File: config.mk
export PLATFORM = sky130hd
export DESIGN_NAME = abu_output
export DESIGN_NICKNAME = d
export VERILOG_FILES = /design/src/abu_hysteresis.v /design/src/abu_output.v
export VERILOG_INCLUDE_DIRS = /design/src
export SDC_FILE = /design/constraint.sdc
export NUM_CORES = 1
export LEC_CHECK = 0
export BUFFER_PORTS_ARGS = -buffer_cell sky130_fd_sc_hd__buf_4
export CAP_MARGIN = 15
export CORE_MARGIN = 2
export CORE_UTILIZATION = 55
export DETAILED_ROUTE_END_ITERATION = 16
export PLACE_DENSITY = 0.74
export SLEW_MARGIN = 5
export SYNTH_ARGS = -nofsm -noshare
export SYNTH_HDL_FRONTEND = slang
export SYNTH_HIERARCHICAL = 1
export SYNTH_SLANG_ARGS = --single-unit
File: constraint.sdc
create_clock -name ref_clk -period 17.3 [get_ports ref_clk]
set_clock_uncertainty 0.05 [all_clocks]
set_input_delay 2.595 -clock ref_clk [delete_from_list [all_inputs] [get_ports ref_clk]]
set_output_delay 2.595 -clock ref_clk [all_outputs]
set_load 0.005 [all_outputs]
File: src/abu_map.vh
// Contract
// - index output goes high at the absolute zero angle position
// - index pulse width selectable among four options
// - pole-pair count 1 to 16 from 4-bit code, count equals code plus one
// - without hysteresis, commutation outputs switch as raw angle crosses transitions
// - with hysteresis in use, commutation follows the filtered angle
// - quadrature and index outputs carry no meaning during the power-on interval
// - delay phase after power-on shows zero angle: A and B low, index high
// - then outputs step the shorter way to the angle at the slew rate
// - slew time zero skips catch-up and jumps straight to measured position
// - hysteresis window is field value times 360/16384 degrees, 14-bit resolution
// - routing bit set makes quadrature, index and commutation use filtered angle
// - filtered angle readable at 12-bit resolution regardless of routing
// - filtered output follows the angle directly while moving in reference direction
// - on reversal the filtered output holds until angle leaves the window
// - leaving on the far side moves the head there and flips direction
// - direction flag reads 0 for increasing and 1 for decreasing
// - power-up and self-test reset direction to increasing, window behind angle
// - quadrature follows gray order 00,01,11,10 upward, reverse downward
// - nonzero slew time steps valid states at most once per slew interval
`ifndef ABU_MAP_VH
`define ABU_MAP_VH
`define ABU_CTRL_ADDR     8'h00
`define ABU_SLEW_ADDR     8'h04
`define ABU_HYST_ADDR     8'h08
`define ABU_STAT_ADDR     8'h0c
`define ABU_FILT_ADDR     8'h10
`define ABU_ANGLE_ADDR    8'h14
`define ABU_RES_LSB       0
`define ABU_PP_LSB        4
`define ABU_IDXW_LSB      8
`define ABU_ROUTE_BIT     10
`define ABU_CTRL_RESET    16'h000e
`define ABU_SLEW_RESET    16'h0000
`define ABU_HYST_RESET    6'h00
`define ABU_CLK_NS        20
`define ABU_TICK_NS       1000
`define ABU_TICK_CYC      (`ABU_TICK_NS / `ABU_CLK_NS)
`define ABU_PON_NS        10000
`define ABU_PON_CYC       ((`ABU_PON_NS + `ABU_CLK_NS - 1) / `ABU_CLK_NS)
`define ABU_DELAY_NS      10000
`define ABU_DELAY_CYC     ((`ABU_DELAY_NS + `ABU_CLK_NS - 1) / `ABU_CLK_NS)
`endif

File: src/abu_hysteresis.v
`timescale 1ns/1ps
module abu_hysteresis
(
    clk,
    rst_n,
    restart,
    sampleValid,
    angleIn,
    windowWidth,
    filtAngle,
    turnDir
);
    input  wire        clk;
    input  wire        rst_n;
    input  wire        restart;
    input  wire        sampleValid;
    input  wire [13:0] angleIn;
    input  wire [5:0]  windowWidth;
    output wire [13:0] filtAngle;
    output wire        turnDir;

    reg  [13:0] head_reg;
    reg         dir_reg;
    reg         seeded_reg;
    wire [13:0] delta;
    wire [13:0] negDelta;
    wire [13:0] width14;
    wire        fwdMove;
    wire        backOut;

    assign delta    = angleIn - head_reg;
    assign negDelta = head_reg - angleIn;
    assign width14  = {8'h00, windowWidth};
    // window measured in 14-bit lsb units
    assign fwdMove  = dir_reg ? (negDelta != 14'h0000 && !negDelta[13])
                              : (delta != 14'h0000 && !delta[13]);
    assign backOut  = dir_reg ? (!delta[13] && delta > width14)
                              : (!negDelta[13] && negDelta > width14);
    assign filtAngle = head_reg;
    assign turnDir   = dir_reg;

    always @(posedge clk or negedge rst_n)
    begin
        if (!rst_n)
        begin
            head_reg   <= 14'h0000;
            dir_reg    <= 1'b0;
            seeded_reg <= 1'b0;
        end
        else if (restart)
        begin
            dir_reg    <= 1'b0;
            seeded_reg <= 1'b0;
        end
        else if (sampleValid)
        begin
            if (!seeded_reg)
            begin
                head_reg   <= angleIn;
                seeded_reg <= 1'b1;
            end
            else if (fwdMove)
            begin
                head_reg <= angleIn;
            end
            else if (backOut)
            begin
                head_reg <= angleIn;
                dir_reg  <= ~dir_reg;
            end
            // otherwise hold inside window
        end
    end
endmodule

File: src/abu_output.v
`timescale 1ns/1ps
`include "abu_map.vh"
module abu_output
#(
    parameter PON_CYC   = `ABU_PON_CYC,
    parameter DELAY_CYC = `ABU_DELAY_CYC
)
(
    ref_clk,
    rst_n,
    wb_cyc_i,
    wb_stb_i,
    wb_we_i,
    wb_adr_i,
    wb_sel_i,
    wb_dat_i,
    wb_dat_o,
    wb_ack_o,
    angleIn,
    angleValid,
    selfTestDone,
    quadA,
    quadB,
    quadIndex,
    phaseU,
    phaseV,
    phaseW,
    turnDirectionFlag
);
    input  wire        ref_clk;
    input  wire        rst_n;
    input  wire        wb_cyc_i;
    input  wire        wb_stb_i;
    input  wire        wb_we_i;
    input  wire [7:0]  wb_adr_i;
    input  wire [3:0]  wb_sel_i;
    input  wire [31:0] wb_dat_i;
    output reg  [31:0] wb_dat_o;
    output reg         wb_ack_o;
    input  wire [13:0] angleIn;
    input  wire        angleValid;
    input  wire        selfTestDone;
    output reg         quadA;
    output reg         quadB;
    output reg         quadIndex;
    output reg         phaseU;
    output reg         phaseV;
    output reg         phaseW;
    output wire        turnDirectionFlag;

    localparam S_PON   = 2'd0;
    localparam S_DELAY = 2'd1;
    localparam S_CATCH = 2'd2;
    localparam S_RUN   = 2'd3;
    localparam TICK_LAST = `ABU_TICK_CYC - 1;
    // quadrature resolution code to right shift of the 14-bit angle
    function [3:0] resShift;
        input [3:0] code;
        begin
            if (code < 4'd3 || code > 4'd14)
                resShift = 4'd12;
            else
                resShift = code - 4'd2;
        end
    endfunction
    // byte-lane merge for 16-bit registers
    function [15:0] laneMerge;
        input [15:0] old;
        input [15:0] nw;
        input [1:0]  sel;
        begin
            laneMerge = {sel[1] ? nw[15:8] : old[15:8],
                         sel[0] ? nw[7:0] : old[7:0]};
        end
    endfunction
    reg  [15:0] ctrl_reg;
    reg  [15:0] slew_reg;
    reg  [5:0]  hyst_reg;
    reg  [13:0] angle_reg;
    reg         sampled_reg;
    reg  [1:0]  state_reg;
    reg  [1:0]  state_next;
    reg  [15:0] phaseCnt_reg;
    reg  [5:0]  tickCnt_reg;
    reg         tick_reg;
    reg  [15:0] slewCnt_reg;
    reg  [12:0] qpos_reg;
    reg  [12:0] qpos_next;
    reg  [2:0]  uvw_next;
    reg  [31:0] readMux;
    wire        busReq;
    wire        wrDone;
    wire [3:0]  resCode;
    wire [4:0]  polePairs;
    wire [1:0]  idxSel;
    wire        routeFilt;
    wire [13:0] filtAngle;
    wire [13:0] selAngle;
    wire [3:0]  shift;
    wire [12:0] mask;
    wire [12:0] tpos;
    wire [12:0] diff;
    wire        stepDown;
    wire        stepOk;
    wire        matched;
    wire [18:0] elecProd;
    wire [13:0] elecAngle;
    wire [16:0] sectorProd;
    wire [2:0]  sector;
    wire        restart;
    wire        stepNow;
    assign resCode   = ctrl_reg[`ABU_RES_LSB +: 4];
    assign polePairs = {1'b0, ctrl_reg[`ABU_PP_LSB +: 4]} + 5'd1;
    assign idxSel    = ctrl_reg[`ABU_IDXW_LSB +: 2];
    assign routeFilt = ctrl_reg[`ABU_ROUTE_BIT];
    assign restart   = selfTestDone;

    abu_hysteresis u_hyst
    (
        .clk         (ref_clk),
        .rst_n       (rst_n),
        .restart     (restart),
        .sampleValid (angleValid),
        .angleIn     (angleIn),
        .windowWidth (hyst_reg),
        .filtAngle   (filtAngle),
        .turnDir     (turnDirectionFlag)
    );

    // angle source for both output kinds
    assign selAngle = routeFilt ? filtAngle : angle_reg;
    assign shift    = resShift(resCode);
    assign mask     = 13'h1fff >> (shift - 4'd1);
    assign tpos     = selAngle[13:1] >> (shift - 4'd1);
    assign diff     = (tpos - qpos_reg) & mask;
    assign stepDown = |(diff & ~(mask >> 1));
    assign matched  = (diff == 13'h0000);
    assign stepOk   = (slewCnt_reg >= slew_reg);
    assign stepNow  = (state_reg == S_CATCH || state_reg == S_RUN) && stepOk && !matched;
    assign elecProd   = {5'b00000, selAngle} * {14'h0000, polePairs};
    assign elecAngle  = elecProd[13:0];
    assign sectorProd = {3'b000, elecAngle} * 17'd6;
    assign sector     = sectorProd[16:14];
    // wishbone classic slave
    assign busReq = wb_cyc_i && wb_stb_i;
    assign wrDone = busReq && wb_we_i && wb_ack_o;

    always @*
    begin
        readMux = 32'h00000000;
        if (wb_adr_i == `ABU_CTRL_ADDR)
            readMux = {16'h0000, ctrl_reg};
        else if (wb_adr_i == `ABU_SLEW_ADDR)
            readMux = {16'h0000, slew_reg};
        else if (wb_adr_i == `ABU_HYST_ADDR)
            readMux = {26'h0000000, hyst_reg};
        else if (wb_adr_i == `ABU_STAT_ADDR)
            readMux = {22'h000000, quadIndex, quadB, quadA, phaseW, phaseV,
                       phaseU, state_reg, matched, turnDirectionFlag};
        else if (wb_adr_i == `ABU_FILT_ADDR)
            readMux = {20'h00000, filtAngle[13:2]};
        else if (wb_adr_i == `ABU_ANGLE_ADDR)
            readMux = {18'h00000, angle_reg};
    end
    always @(posedge ref_clk or negedge rst_n)
    begin
        if (!rst_n)
        begin
            wb_ack_o <= 1'b0;
            wb_dat_o <= 32'h00000000;
        end
        else if (wb_ack_o)
            wb_ack_o <= 1'b0;
        else if (busReq)
        begin
            wb_ack_o <= 1'b1;
            wb_dat_o <= readMux;
        end
    end

    always @(posedge ref_clk or negedge rst_n)
    begin
        if (!rst_n)
        begin
            ctrl_reg <= `ABU_CTRL_RESET;
            slew_reg <= `ABU_SLEW_RESET;
            hyst_reg <= `ABU_HYST_RESET;
        end
        else if (wrDone)
        begin
            if (wb_adr_i == `ABU_CTRL_ADDR)
                ctrl_reg <= laneMerge(ctrl_reg, wb_dat_i[15:0], wb_sel_i[1:0]);
            else if (wb_adr_i == `ABU_SLEW_ADDR)
                slew_reg <= laneMerge(slew_reg, wb_dat_i[15:0], wb_sel_i[1:0]);
            else if (wb_adr_i == `ABU_HYST_ADDR && wb_sel_i[0])
                hyst_reg <= wb_dat_i[5:0];
        end
    end

    // latest raw sample
    always @(posedge ref_clk or negedge rst_n)
    begin
        if (!rst_n)
        begin
            angle_reg   <= 14'h0000;
            sampled_reg <= 1'b0;
        end
        else if (restart)
            sampled_reg <= 1'b0;
        else if (angleValid)
        begin
            angle_reg   <= angleIn;
            sampled_reg <= 1'b1;
        end
    end

    // 1 us tick and slew interval counter
    always @(posedge ref_clk or negedge rst_n)
    begin
        if (!rst_n)
        begin
            tickCnt_reg <= 6'd0;
            tick_reg    <= 1'b0;
        end
        else
        begin
            tickCnt_reg <= (stepNow || tickCnt_reg == TICK_LAST[5:0]) ? 6'd0
                                                                    : tickCnt_reg + 6'd1;
            tick_reg    <= !stepNow && tickCnt_reg == TICK_LAST[5:0];
        end
    end
    always @(posedge ref_clk or negedge rst_n)
    begin
        if (!rst_n)
            slewCnt_reg <= 16'h0000;
        else if (stepNow)
            slewCnt_reg <= 16'h0000;
        else if (tick_reg && slewCnt_reg != 16'hffff)
            slewCnt_reg <= slewCnt_reg + 16'h0001;
    end

    // start-up sequence
    always @*
    begin
        state_next = state_reg;
        case (state_reg)
            S_PON:
                if (phaseCnt_reg >= PON_CYC[15:0] - 16'h0001)
                    state_next = S_DELAY;
            S_DELAY:
                if (phaseCnt_reg >= DELAY_CYC[15:0] - 16'h0001 && sampled_reg)
                    state_next = S_CATCH;
            S_CATCH:
                if (slew_reg == 16'h0000 || matched)
                    state_next = S_RUN;
            default:
                state_next = S_RUN;
        endcase
    end

    always @(posedge ref_clk or negedge rst_n)
    begin
        if (!rst_n)
        begin
            state_reg    <= S_PON;
            phaseCnt_reg <= 16'h0000;
        end
        else if (restart)
        begin
            state_reg    <= S_PON;
            phaseCnt_reg <= 16'h0000;
        end
        else
        begin
            state_reg <= state_next;
            if (state_next != state_reg)
                phaseCnt_reg <= 16'h0000;
            else if (phaseCnt_reg != 16'hffff)
                phaseCnt_reg <= phaseCnt_reg + 16'h0001;
        end
    end

    // quadrature position tracking
    always @*
    begin
        qpos_next = qpos_reg;
        case (state_reg)
            S_PON, S_DELAY:
                qpos_next = 13'h0000;
            default:
                if (slew_reg == 16'h0000)
                    qpos_next = tpos;
                else if (stepOk && !matched)
                begin
                    if (stepDown)
                        qpos_next = (qpos_reg - 13'h0001) & mask;
                    else
                        qpos_next = (qpos_reg + 13'h0001) & mask;
                end
        endcase
    end

    always @(posedge ref_clk or negedge rst_n)
    begin
        if (!rst_n)
            qpos_reg <= 13'h0000;
        else if (restart)
            qpos_reg <= 13'h0000;
        else
            qpos_reg <= qpos_next;
    end

    // gray outputs and index from the tracked position
    always @(posedge ref_clk or negedge rst_n)
    begin
        if (!rst_n)
        begin
            quadA     <= 1'b0;
            quadB     <= 1'b0;
            quadIndex <= 1'b0;
        end
        else if (state_reg == S_PON || restart)
        begin
            quadA     <= 1'b0;
            quadB     <= 1'b0;
            quadIndex <= 1'b0;
        end
        else
        begin
            quadA     <= qpos_next[1];
            quadB     <= qpos_next[1] ^ qpos_next[0];
            quadIndex <= (qpos_next <= {11'h000, idxSel});
        end
    end

    // commutation sectors of 60 electrical degrees
    always @*
    begin
        case (sector)
            3'd0: uvw_next = 3'b100;
            3'd1: uvw_next = 3'b110;
            3'd2: uvw_next = 3'b010;
            3'd3: uvw_next = 3'b011;
            3'd4: uvw_next = 3'b001;
            default: uvw_next = 3'b101;
        endcase
    end

    always @(posedge ref_clk or negedge rst_n)
    begin
        if (!rst_n)
        begin
            phaseU <= 1'b0;
            phaseV <= 1'b0;
            phaseW <= 1'b0;
        end
        else if (sampled_reg)
        begin
            phaseU <= uvw_next[2];
            phaseV <= uvw_next[1];
            phaseW <= uvw_next[0];
        end
    end
endmodule

# [Word level (Yosys, flattened, before mapping)]
# Cells that the tools add are included.
# Widths: inputs -> output; s select.
[totals] inputBits=65 regBits=161 output_inout_bits=40
[classes] bitwise_logic=11 n_mul=2 addsub=11 magnitude_cmp=7 reduce_logical=46 shift=2 n_eq_ne=18 mux=42
[ops] operator="$mux 14" count=7
[ops] operator="$mux 32" count=3
[ops] operator="$mux 16" count=5
[ops] operator="$mux 13" count=5
[ops] operator="$and 13x13->13" count=4
[ops] operator="$add 16x1->16 const B" count=2
[ops] operator="$ne 16x16->1 const B" count=2
[ops] operator="$gt 14x6->1" count=2
[ops] operator="$reduce_bool 14->1" count=2
[ops] operator="$sub 14x14->14" count=2
[ops] operator="$eq 8x4->1 const B" count=2
[ops] operator="$eq 8x5->1 const B" count=2
[ops] operator="$ge 16x16->1" count=1
[ops] operator="$ge 16x9->1 const B" count=1
[ops] operator="$logic_not 16->1" count=1
[ops] operator="$mul 14x2->16 const B" count=1
[ops] operator="$reduce_and 4->1" count=4
[ops] operator="$pmux 3 s5" count=1
[ops] operator="$logic_and 1x1->1" count=14
[ops] operator="$mul 14x5->14" count=1
[ops] operator="$mux 1" count=14
[ops] operator="$add 13x1->13 const B" count=1
[ops] operator="$le 13x2->1" count=1
[ops] operator="$logic_not 13->1" count=1
[ops] operator="other kinds (38)" count=60

# [Logic depth before layout (Yosys ltp)]
# Gate-level depths: netlist of the first run.
[logic_depth] word_depth=15 depth_mapped=38 mapped_depth_nobuf=35

# [Hierarchy]
# The synthesis of the first run kept the hierarchy.
[by_module_without_submodules] mod="abu_output" area_each_um2=11029.3 cells_each=1255 seq_area_each_um2=3256.9 n_inst=1
[by_module_without_submodules] mod="abu_hysteresis" area_each_um2=2488.6 cells_each=303 seq_area_each_um2=400.4 n_inst=1

# [Worst setup path after synthesis of the first run]
# No wires, ideal clock.
[synth_timing] path_kind="reg2reg" start="reg ctrl_reg[2]" end="reg quadIndex" period_less_slack_ps=8057 slack_ps=9243 required_time_ps=17154 n_path_buf=3 t_arrival_ps=7912 path_stages_with_launch=39 path_cell_list="dfstp_2 buf_2 and3_1 nor3_4 inv_2 buf_2 ha_1 inv_1 clkbuf_1 mux4_2 mux2i_1 nand2_1 o21ai_0 ha_1 inv_1 fa_1 a21oi_1 a2bb2oi_1 [... 3 more ...] a2111oi_0 o221ai_1 inv_1 fa_1 a21oi_1 mux2i_1 o21ai_1 and2_1 ha_1 a21oi_1 a21oi_1 nor4_1 o211ai_1 a31oi_1 a211o_1 nor4b_2 nand4_1 nor4_2"
[synth_between] elab_chain_cells=15
[synth_rtl] element="from (decl)" line="abu_output.v:76" text="reg [15:0] ctrl_reg;"
[synth_rtl] element="from (signal assigned)" line="abu_output.v:185" text="ctrl_reg <= `ABU_CTRL_RESET;"
[synth_rtl] element="from (signal assigned)" line="abu_output.v:192" text="ctrl_reg <= laneMerge(ctrl_reg, wb_dat_i[15:0], wb_sel_i[1:0]);"
[synth_rtl] element="$lt 4x2->1 / $gt 4x4->1 (equally long branches)" line="abu_output.v:60" text="if (code < 4'd3 || code > 4'd14)"
[synth_rtl] element="$logic_or 1x1->1" line="abu_output.v:60"
[synth_rtl] element="$mux 4 (*)" line="abu_output.v:60"
[synth_rtl] element="$sub 4x1->4 (*)" line="abu_output.v:133, abu_output.v:134"
[synth_rtl] element="$shr 13x4->13" line="abu_output.v:134" text="assign tpos = selAngle[13:1] >> (shift - 4'd1);"
[synth_rtl] element="$sub 13x13->13" line="abu_output.v:135" text="assign diff = (tpos - qpos_reg) & mask;"
[synth_rtl] element="$and 13x13->13" line="abu_output.v:135"
[synth_rtl] element="$and 13x13->13 / $logic_not 13->1 (equally long branches)" line="abu_output.v:136, abu_output.v:137"
[synth_rtl] element="$reduce_or 13->1 / $logic_not 1->1 (equally long branches)" line="abu_output.v:136, abu_output.v:293"
[synth_rtl] element="$mux 13 / $logic_and 1x1->1 (equally long branches)" line="abu_output.v:295, abu_output.v:293"
[synth_rtl] element="$mux 13" line="abu_output.v:293" text="else if (stepOk && !matched)"
[synth_rtl] element="$mux 13 (*)" line="abu_output.v:291" text="if (slew_reg == 16'h0000)"
[synth_rtl] element="$mux 13 (*)" line="abu_output.v:287" text="case (state_reg)"
[synth_rtl] element="$le 13x2->1 (*)" line="abu_output.v:332" text="quadIndex <= (qpos_next <= {11'h000, idxSel});"
[synth_rtl] element="$mux 1 (*)" line="abu_output.v:322" text="else if (state_reg == S_PON || restart)"
[synth_rtl] element="to (signal assigned)" line="abu_output.v:332"
[synth_rtl] element="to (decl)" line="abu_output.v:45" text="output reg quadIndex;"
# Mark *: on every way between the ends. The rest lies on a longest branch, timed or not.
# A chain may end at the register's enable or synchronous reset.

# [Worst setup path in the final report of the first run]
[layout_timing] start="reg ctrl_reg[1]" end="reg quadIndex"
# The elaborated chain is that of the path after synthesis.

==> results of run 1 <==
[worst register-to-register path, delay by kind of cell, from the launching register on]
family / cells / cell delay (ns)
AO/OA/AOI/OAI: 16 / 4.03
adder cells (fa/ha/maj): 5 / 1.69
buffers and inverters: 4 / 0.56
flip-flops: 1 / 0.68
multiplexers: 1 / 0.09
AND/OR/NAND/NOR: 10 / 2.41
[cells in the mapped netlist (5+ instances only)]
cell type / instances
o2111ai_1: 6
o21a_1: 12
nor2b_1: 22
o21bai_1: 5
ha_1: 119
buf_2: 10
dfrtp_1: 143
a21o_1: 29
a211oi_1: 18
a211o_1: 5
or3_1: 15
xor2_1: 41
buf_4: 20
inv_1: 121
and2_1: 13
a221oi_1: 7
a311oi_1: 5
a22oi_1: 6
mux2_2: 44
o31ai_1: 12
o22ai_1: 6
nor4_1: 9
nor2_1: 159
fa_1: 33
o211ai_1: 21
nand2b_1: 12
mux2i_1: 47
nand4_1: 27
nand3_1: 37
a31oi_1: 14
buf_6: 5
o21ai_0: 82
nor3_1: 31
a21oi_1: 66
clkbuf_1: 40
nand2_1: 142
and3_1: 12
xnor2_1: 45
[cell families after synthesis]
| logic type | share of synthesized area [%] |
|---|---|
| mux | 8.06 |
| flops | 27.1 |
| fa+ha+maj | 15.9 |
| simple gates | 18.5 |
| compound gates | 18.4 |
| other cells | 0.0277 |
| buf+inv | 6.48 |
| xor+xnor | 5.57 |
[path summary, 6_finish.rpt]
kind | start | endpoint | slack, ns | cells past startpoint
max | ctrl_reg[1]$_DFFE_PN1P_ | quadIndex$_DFF_PN0_ | 7.66 | 36
min | tickCnt_reg[0]$_DFF_PN0_ | tickCnt_reg[0]$_DFF_PN0_ | 0.45 | 1
max reg2reg | ctrl_reg[1]$_DFFE_PN1P_ | quadIndex$_DFF_PN0_ | 7.66 | 36
min reg2reg | tickCnt_reg[0]$_DFF_PN0_ | tickCnt_reg[0]$_DFF_PN0_ | 0.45 | 1
max in group asynchronous | rst_n | angle_reg[13]$_DFFE_PN0P_ | 13.63 | 2
min in group asynchronous | rst_n | qpos_reg[8]$_DFF_PN0_ | 2.09 | 1
[power breakdown]
part	switching (mW)	internal (mW)	total, mW
combinational	0.281	0.199	0.480
sequential	0.0322	0.364	0.396
clock	0.162	0.187	0.349
[layout make-up]
class | count | area, um2
fillers | 2144 | 9560
multi-input cells | 1227 | 9040
flip-flops and latches | 146 | 3660
repair buffers | 75 | 567
inverters | 124 | 465
clock buffers | 17 | 425
well taps | 324 | 405
clock inverters | 15 | 124
[routing by layer]
metal / GRT usage (%) / share of wire (%)
met1: 40.1 / 45
met2: 44.0 / 45
met3: 4.67 / 7.0
met4: 8.97 / 2.8
met5: 0 / 0
[per-stage QoR]
| stage | cell area, um2 | utilization, % | instances |
|---|---|---|---|
| after detailed placement | 14100 | 58.3 | 1896 |
| after floorplan | 13600 | - | 1573 |
| final | 14700 | 60.6 | 1928 |
| after global routing | 14700 | 60.6 | 1928 |
| after global placement | 14100 | 58.3 | 1896 |
| after CTS | 14700 | 60.6 | 1928 |
==> parameters.txt, run 1 <==
Parameter                              Value

Detailed routing
  Antenna-violating nets left ... 0
  WL/cell ... between 15 and 20 um
  DRC violation total after the first TritonRoute iteration ... ~960
  Detailed-routing iteration count for the pre-antenna-repair pass ... 5
  Number of vias per cell ... slightly above 6
  DR DRC count ... 0
  Total detailed-routing wirelength ... 35.9 mm
  Count of vias placed by the detailed router ... approximately 12000

Setup path
  Cell repeated most along the worst path ... a21oi_1
  Worst setup EP type ... flop
  Crit-path leading delay family ... compound AO/OA/AOI/OAI gates
  Worst setup SP type ... flop
  CP Data Arrival Time ... between 9 and 10 ns
  Critical Path Slowest Stage Cell ... a21oi_1
  Required time of the critical path ... 17.56 ns
  Category of the critical setup timing path ... reg2reg
  Number of buffer and inverter instances along the worst setup path ... 4
  Highest fanout seen on the critical path ... 15
  Slowest Stage Delay on Critical Path ... roughly 0.74 ns

Clocking
  Quantity of gates resized following cts ... 0
  # Post-CTS Setup Buffers ... 0
  Hold Buf Count CTS ... 0
  Register clock-pin slew on the reported worst setup and hold paths ... 0.06 ns
  Max H-tree Level ... 4
  CTS tree ... built
  Max Buffers Root-to-Sink ... 2
  Number of buffers inserted during clock tree synthesis ... 17
  Insertion delay to the later sink of the worst-skew pair ... roughly 0.43 ns
  Cell at the root of the clock tree ... clkbuf_16
  CTS sink cnt ... 146

Floorplan
  I/O pin count ... roughly 110
  Initial standard-cell utilization of the core ... approximately 56%
  Die ar. ... ~0.026 mm2
  Row count ... 57
  Die Y ... 161 um
  Floorplan die width ... approximately 160 um
  Core box area ... between 0.02 and 0.025 mm2

Logic synthesis
  Yosys synthesis warning count ... 6
  Main synth FF type ... dfrtp_1
  Number of flops mapped to enable cells by yosys ... 0
  Mapped Cells ... between 1500 and 2000
  Share of flip-flops with an asynchronous set or reset after synthesis ... 100%
  Mean area per synthesized cell ... ~8.7 um2
  Cell type with the largest total area after synthesis ... dfrtp_1
  Total of flip-flops plus latches after synthesis ... between 100 and 150
  Post-synthesis cell type count ... 98
  Cell area after synthesis ... 0.0135 mm2
  Portion of synthesized cell area occupied by the leading cell type ... a little over a quarter
  Sequential-to-total area share from yosys stat ... 27.1%
  Top cells by area in the synthesized netlist ... dfrtp_1 (26%), ha_1 (11%), fa_1 (4.9%), nor2_1 (4.4%), nand2_1 (3.9%)

Placement
  Final estimated routing congestion in global placement ... 0.918
  Buffers on Ports ... 70
  Detailed placement HPWL ... 27.6 mm
  Worst slack at placement ... roughly 8 ns

Timing
  Final hold slack ... about 0.45 ns
  Setup repair after global routing missed its margin ... no
  Endpoints failing hold ... 0
  Sum Neg Setup Slack ... 0 ns
  Final setup violation count ... 0
  Slew Viols, Final ... 0
  Worst Slack Setup Final ... around 7.7 ns
  Max-Slew Margin vs Limit ... between 20% and 30%
  Worst-Margin Slew ... between 1 and 1.5 ns
  Min Clock Period, post-route ... ~9.6 ns
  Share of the cycle needed by the critical path after routing ... 55.7%
  Fmax ... 104 MHz

Layout
  Commonest non-fill, non-tap cell in the layout ... nor2_1
  Fraction of layout instances using a drive strength above 1 ... between 10% and 20%
  Most frequent cells in the layout ... nor2_1 (159), dfrtp_1 (143), nand2_1 (142)
  Number of antenna repair diodes ... 0
  Layout Area Growth over Synthesis ... 8.64%
  Post-layout net count ... about 1800

Power and ir drop
  Total leakage power ... around 6.8 nW
  Pwr dens ... 83.5 mW/mm2
  Maximum vdd ir drop ... 0.0761 mV
  Post-route total power ... between 1 and 1.5 mW

GRT
  GRT Overall Usage ... between 20% and 30%
  Antenna violations before repair ... 0
  Vias in the first global route ... roughly 11000
  Largest net degree at the start of global routing ... 80
  First-pass GRT wire length ... 58.5 mm
  Overall overflow remaining after global route ... 0

Run
  Max capacitance violation total ... 0

Hold path
  Type of the worst min-delay path ... reg2reg

Outcome
  Run status ... finished clean
(Power assumes the default switching activity.)
==> run 2, diff against run 1 <==
--- a/config.mk
+++ b/config.mk
@@ -6,6 +6,7 @@
 export SDC_FILE = /design/constraint.sdc
 export NUM_CORES = 1
 export LEC_CHECK = 0
+export ABC_AREA = 1
 export BUFFER_PORTS_ARGS = -buffer_cell sky130_fd_sc_hd__buf_4
 export CAP_MARGIN = 15
 export CORE_MARGIN = 2
==> constraint.sdc (replaced) <==
create_clock -name ref_clk -period 9.54 [get_ports ref_clk]
set_clock_uncertainty 0.05 [all_clocks]
set_input_delay 1.431 -clock ref_clk [delete_from_list [all_inputs] [get_ports ref_clk]]
set_output_delay 1.431 -clock ref_clk [all_outputs]
set_load 0.005 [all_outputs]
==> parameters.txt, run 2 <==
Parameter                              Value

Outcome
  Run status ... finished clean

Setup path
  Worst reg2reg path depth ... 40
  Endpoint of the worst register-to-register path ... quadIndex$_DFF_PN0_
  CP Data Arrival Time ... 7.75 ns
  R2R Path Start ... ctrl_reg[3]$_DFFE_PN1P_
  Reg2Reg Setup Slack ... between 2 and 2.5 ns
  Cell repeated most along the worst path ... nand2_1
  Slowest Stage Delay on Critical Path ... between 0.6 and 0.7 ns
  Category of the critical setup timing path ... reg2reg
  Worst setup SP type ... flop
  Critical Path Slowest Stage Cell ... dfstp_2
  Worst setup EP type ... flop
  Highest fanout seen on the critical path ... 22
  Required time of the critical path ... 9.83 ns

Layout
  Post-layout net count ... around 2300
  Total non-filler cell area in the finished layout ... about 0.015 mm2
  Most frequent cells in the layout ... nand2_1 (517), inv_1 (338), nor2_1 (210)
  Non-filler instance count after layout ... about 2500
  Number of antenna repair diodes ... 0
  Layout Area Growth over Synthesis ... 9.01%
  Final core utilization ... between 60% and 70%
  Fraction of layout instances using a drive strength above 1 ... ~8.7%
  Commonest non-fill, non-tap cell in the layout ... nand2_1

Placement
  Worst slack at placement ... between 2 and 2.5 ns
  Placed Area ... about 0.015 mm2
  Final estimated routing congestion in global placement ... 0.929
  Detailed placement HPWL ... 30.3 mm
  Buffers on Ports ... 70
  Cell count after placement ... ~2400

Timing
  Slew Viols, Final ... 0
  Fmax ... 134 MHz
  Max-Slew Margin vs Limit ... 32.0%
  Worst Slack Setup Final ... between 2 and 2.5 ns
  Final setup violation count ... 0
  Min Clock Period, post-route ... between 7 and 8 ns
  Worst-Margin Slew ... a little over 1 ns
  Final hold slack ... between 0.4 and 0.5 ns
  Endpoints failing hold ... 0
  Sum Neg Setup Slack ... 0 ns
  Setup repair after global routing missed its margin ... no
  Share of the cycle needed by the critical path after routing ... roughly four fifths

Hold path
  Hold Path Depth ... 2
  Worst min-delay path endpoint ... ctrl_reg[15]$_DFFE_PN0P_
  Start point of the worst min-delay path ... ctrl_reg[15]$_DFFE_PN0P_
  Type of the worst min-delay path ... reg2reg

Power and ir drop
  Net switching share of the total power ... between 30% and 40%
  Power share of the sequential group ... approximately 34%
  Pwr dens ... approximately 140 mW/mm2
  Total leakage power ... 7.95 nW
  Clk network pwr share ... about 31%
  Gate power share ... roughly a third
  Maximum vdd ir drop ... between 0.1 and 0.15 mV
  Internal power component ... 1.29 mW
  Net switching power figure ... between 0.8 and 0.9 mW
  Post-route total power ... 2.09 mW

GRT
  Vias in the first global route ... approximately 12000
  Overall overflow remaining after global route ... 0
  First-pass GRT wire length ... between 60 and 70 mm
  GRT Overall Usage ... 29.0%
  Antenna violations before repair ... 0
  Largest net degree at the start of global routing ... 87

Logic synthesis
  Share of flip-flops with an asynchronous set or reset after synthesis ... between 90% and 100%
  Number of flops mapped to enable cells by yosys ... 0
  Most used standard cell by instance count after synthesis ... nand2_1
  Mean area per synthesized cell ... ~6.8 um2
  Mapped Cells ... roughly 2100
  Cell area after synthesis ... approximately 0.014 mm2
  Yosys synthesis warning count ... 6
  Portion of synthesized cell area occupied by the leading cell type ... between 20% and 30%
  Total of flip-flops plus latches after synthesis ... between 100 and 150
  Sequential-to-total area share from yosys stat ... 26.1%
  Top cells by area in the synthesized netlist ... dfrtp_1 (26%), nand2_1 (14%), ha_1 (11%), inv_1 (9.1%), nor2_1 (5.6%)
  Cell type with the largest total area after synthesis ... dfrtp_1
  Commonest cells in the synthesized netlist ... nand2_1 (517), inv_1 (338), nor2_1 (210), dfrtp_1 (143), nand3_1 (138)
  Post-synthesis cell type count ... 58
  Main synth FF type ... dfrtp_1

Detailed routing
  Antenna-violating nets left ... 0
  DR DRC count ... 0
  WL/cell ... between 15 and 20 um
  Detailed-routing iteration count for the pre-antenna-repair pass ... 5
  Total detailed-routing wirelength ... roughly 38 mm
  Count of vias placed by the detailed router ... between 10000 and 15000
  Number of vias per cell ... approximately 5.5
  DRC violation total after the first TritonRoute iteration ... 1152

Floorplan
  Floorplan die width ... around 160 um
  Core box area ... about 0.025 mm2
  I/O pin count ... around 110
  Row count ... 58
  Die ar. ... around 0.027 mm2
  Initial standard-cell utilization of the core ... 55.8%
  Die Y ... roughly 160 um

Clocking
  Max H-tree Level ... 4
  # Post-CTS Setup Buffers ... 0
  Insertion delay to the later sink of the worst-skew pair ... between 0.4 and 0.5 ns
  CTS sink cnt ... 146
  CTS tree ... built
  Quantity of gates resized following cts ... 0
  Max Buffers Root-to-Sink ... 2
  Hold Buf Count CTS ... 0
  Number of buffers inserted during clock tree synthesis ... 17
  Register clock-pin slew on the reported worst setup and hold paths ... 0.06 ns
  Cell at the root of the clock tree ... clkbuf_16

Run
  Max capacitance violation total ... 0
run 2: changes by cell type after synthesis, moves of 37 or more:
cell / change
nand3_1: +101
a21oi_1: +50
o21ai_0: +37
mux2_2: -44
mux2i_1: -45
nor2_1: +51
inv_1: +217
nand2_1: +375
run 2: worst max-delay path: cells and delay by family (launching register included):
family / cells / cell delay, ns
simple gates: 21 / 2.81
fa+ha+maj: 6 / 2.12
buf+inv: 8 / 0.89
compound gates: 5 / 0.86
flops: 1 / 0.62
run 2: layer usage:
layer / vias up / wire [um] / global-route usage, %
met5: - / 0 / 0
met4: 0 / 547 / 6.02
met3: 43 / 2490 / 3.00
met2: 464 / 17100 / 46.0
met1: 6233 / 18000 / 43.0
li1: 6694 / - / -
run 2: cells by family after synthesis:
| logic type | after synthesis | share of synthesized area, % |
|---|---|---|
| AOI/OAI and AO/OA | 298 | 11.7 |
| and+or+nand+nor | 1006 | 31.4 |
| muxes | 2 | 0.143 |
| xor gates and xnor gates | 53 | 3.37 |
| other | 1 | 0.0268 |
| adders and majority gates | 152 | 15.3 |
| DFF | 146 | 26.1 |
| buffers and inverters | 407 | 11.8 |
run 2: power by group through the flow:
stage	sequential, mW	clock [mW]	combinational, mW
after global placement	0.711	0	0.710
final	0.701	0.655	0.738
after floorplan	0.694	0	0.539
after detailed placement	0.711	0	0.726
after global routing	0.706	0.691	0.835
after CTS	0.701	0.663	0.731
run 2: cell type report:
cell class	count	area, um2
clock buffer	19	453
clock inverter	13	124
fill	2395	9840
inverter	350	1320
multi-input combinational	1527	8750
sequential	146	3660
tap	330	413
timing repair buffer	74	559
run 2: how the worst max path moves through the flow:
stage | start | depth (start not counted) | endpoint | slack, ns
floorplan | ctrl_reg[3]$_DFFE_PN1P_ | 43 | quadIndex$_DFF_PN0_ | 3.54
global placement | ctrl_reg[3]$_DFFE_PN1P_ | 40 | quadIndex$_DFF_PN0_ | 2.30
detailed placement | ctrl_reg[3]$_DFFE_PN1P_ | 44 | quadIndex$_DFF_PN0_ | 2.22
CTS | ctrl_reg[3]$_DFFE_PN1P_ | 40 | quadIndex$_DFF_PN0_ | 2.16
global route | ctrl_reg[3]$_DFFE_PN1P_ | 44 | quadIndex$_DFF_PN0_ | 1.33
finish | ctrl_reg[3]$_DFFE_PN1P_ | 40 | quadIndex$_DFF_PN0_ | 2.08
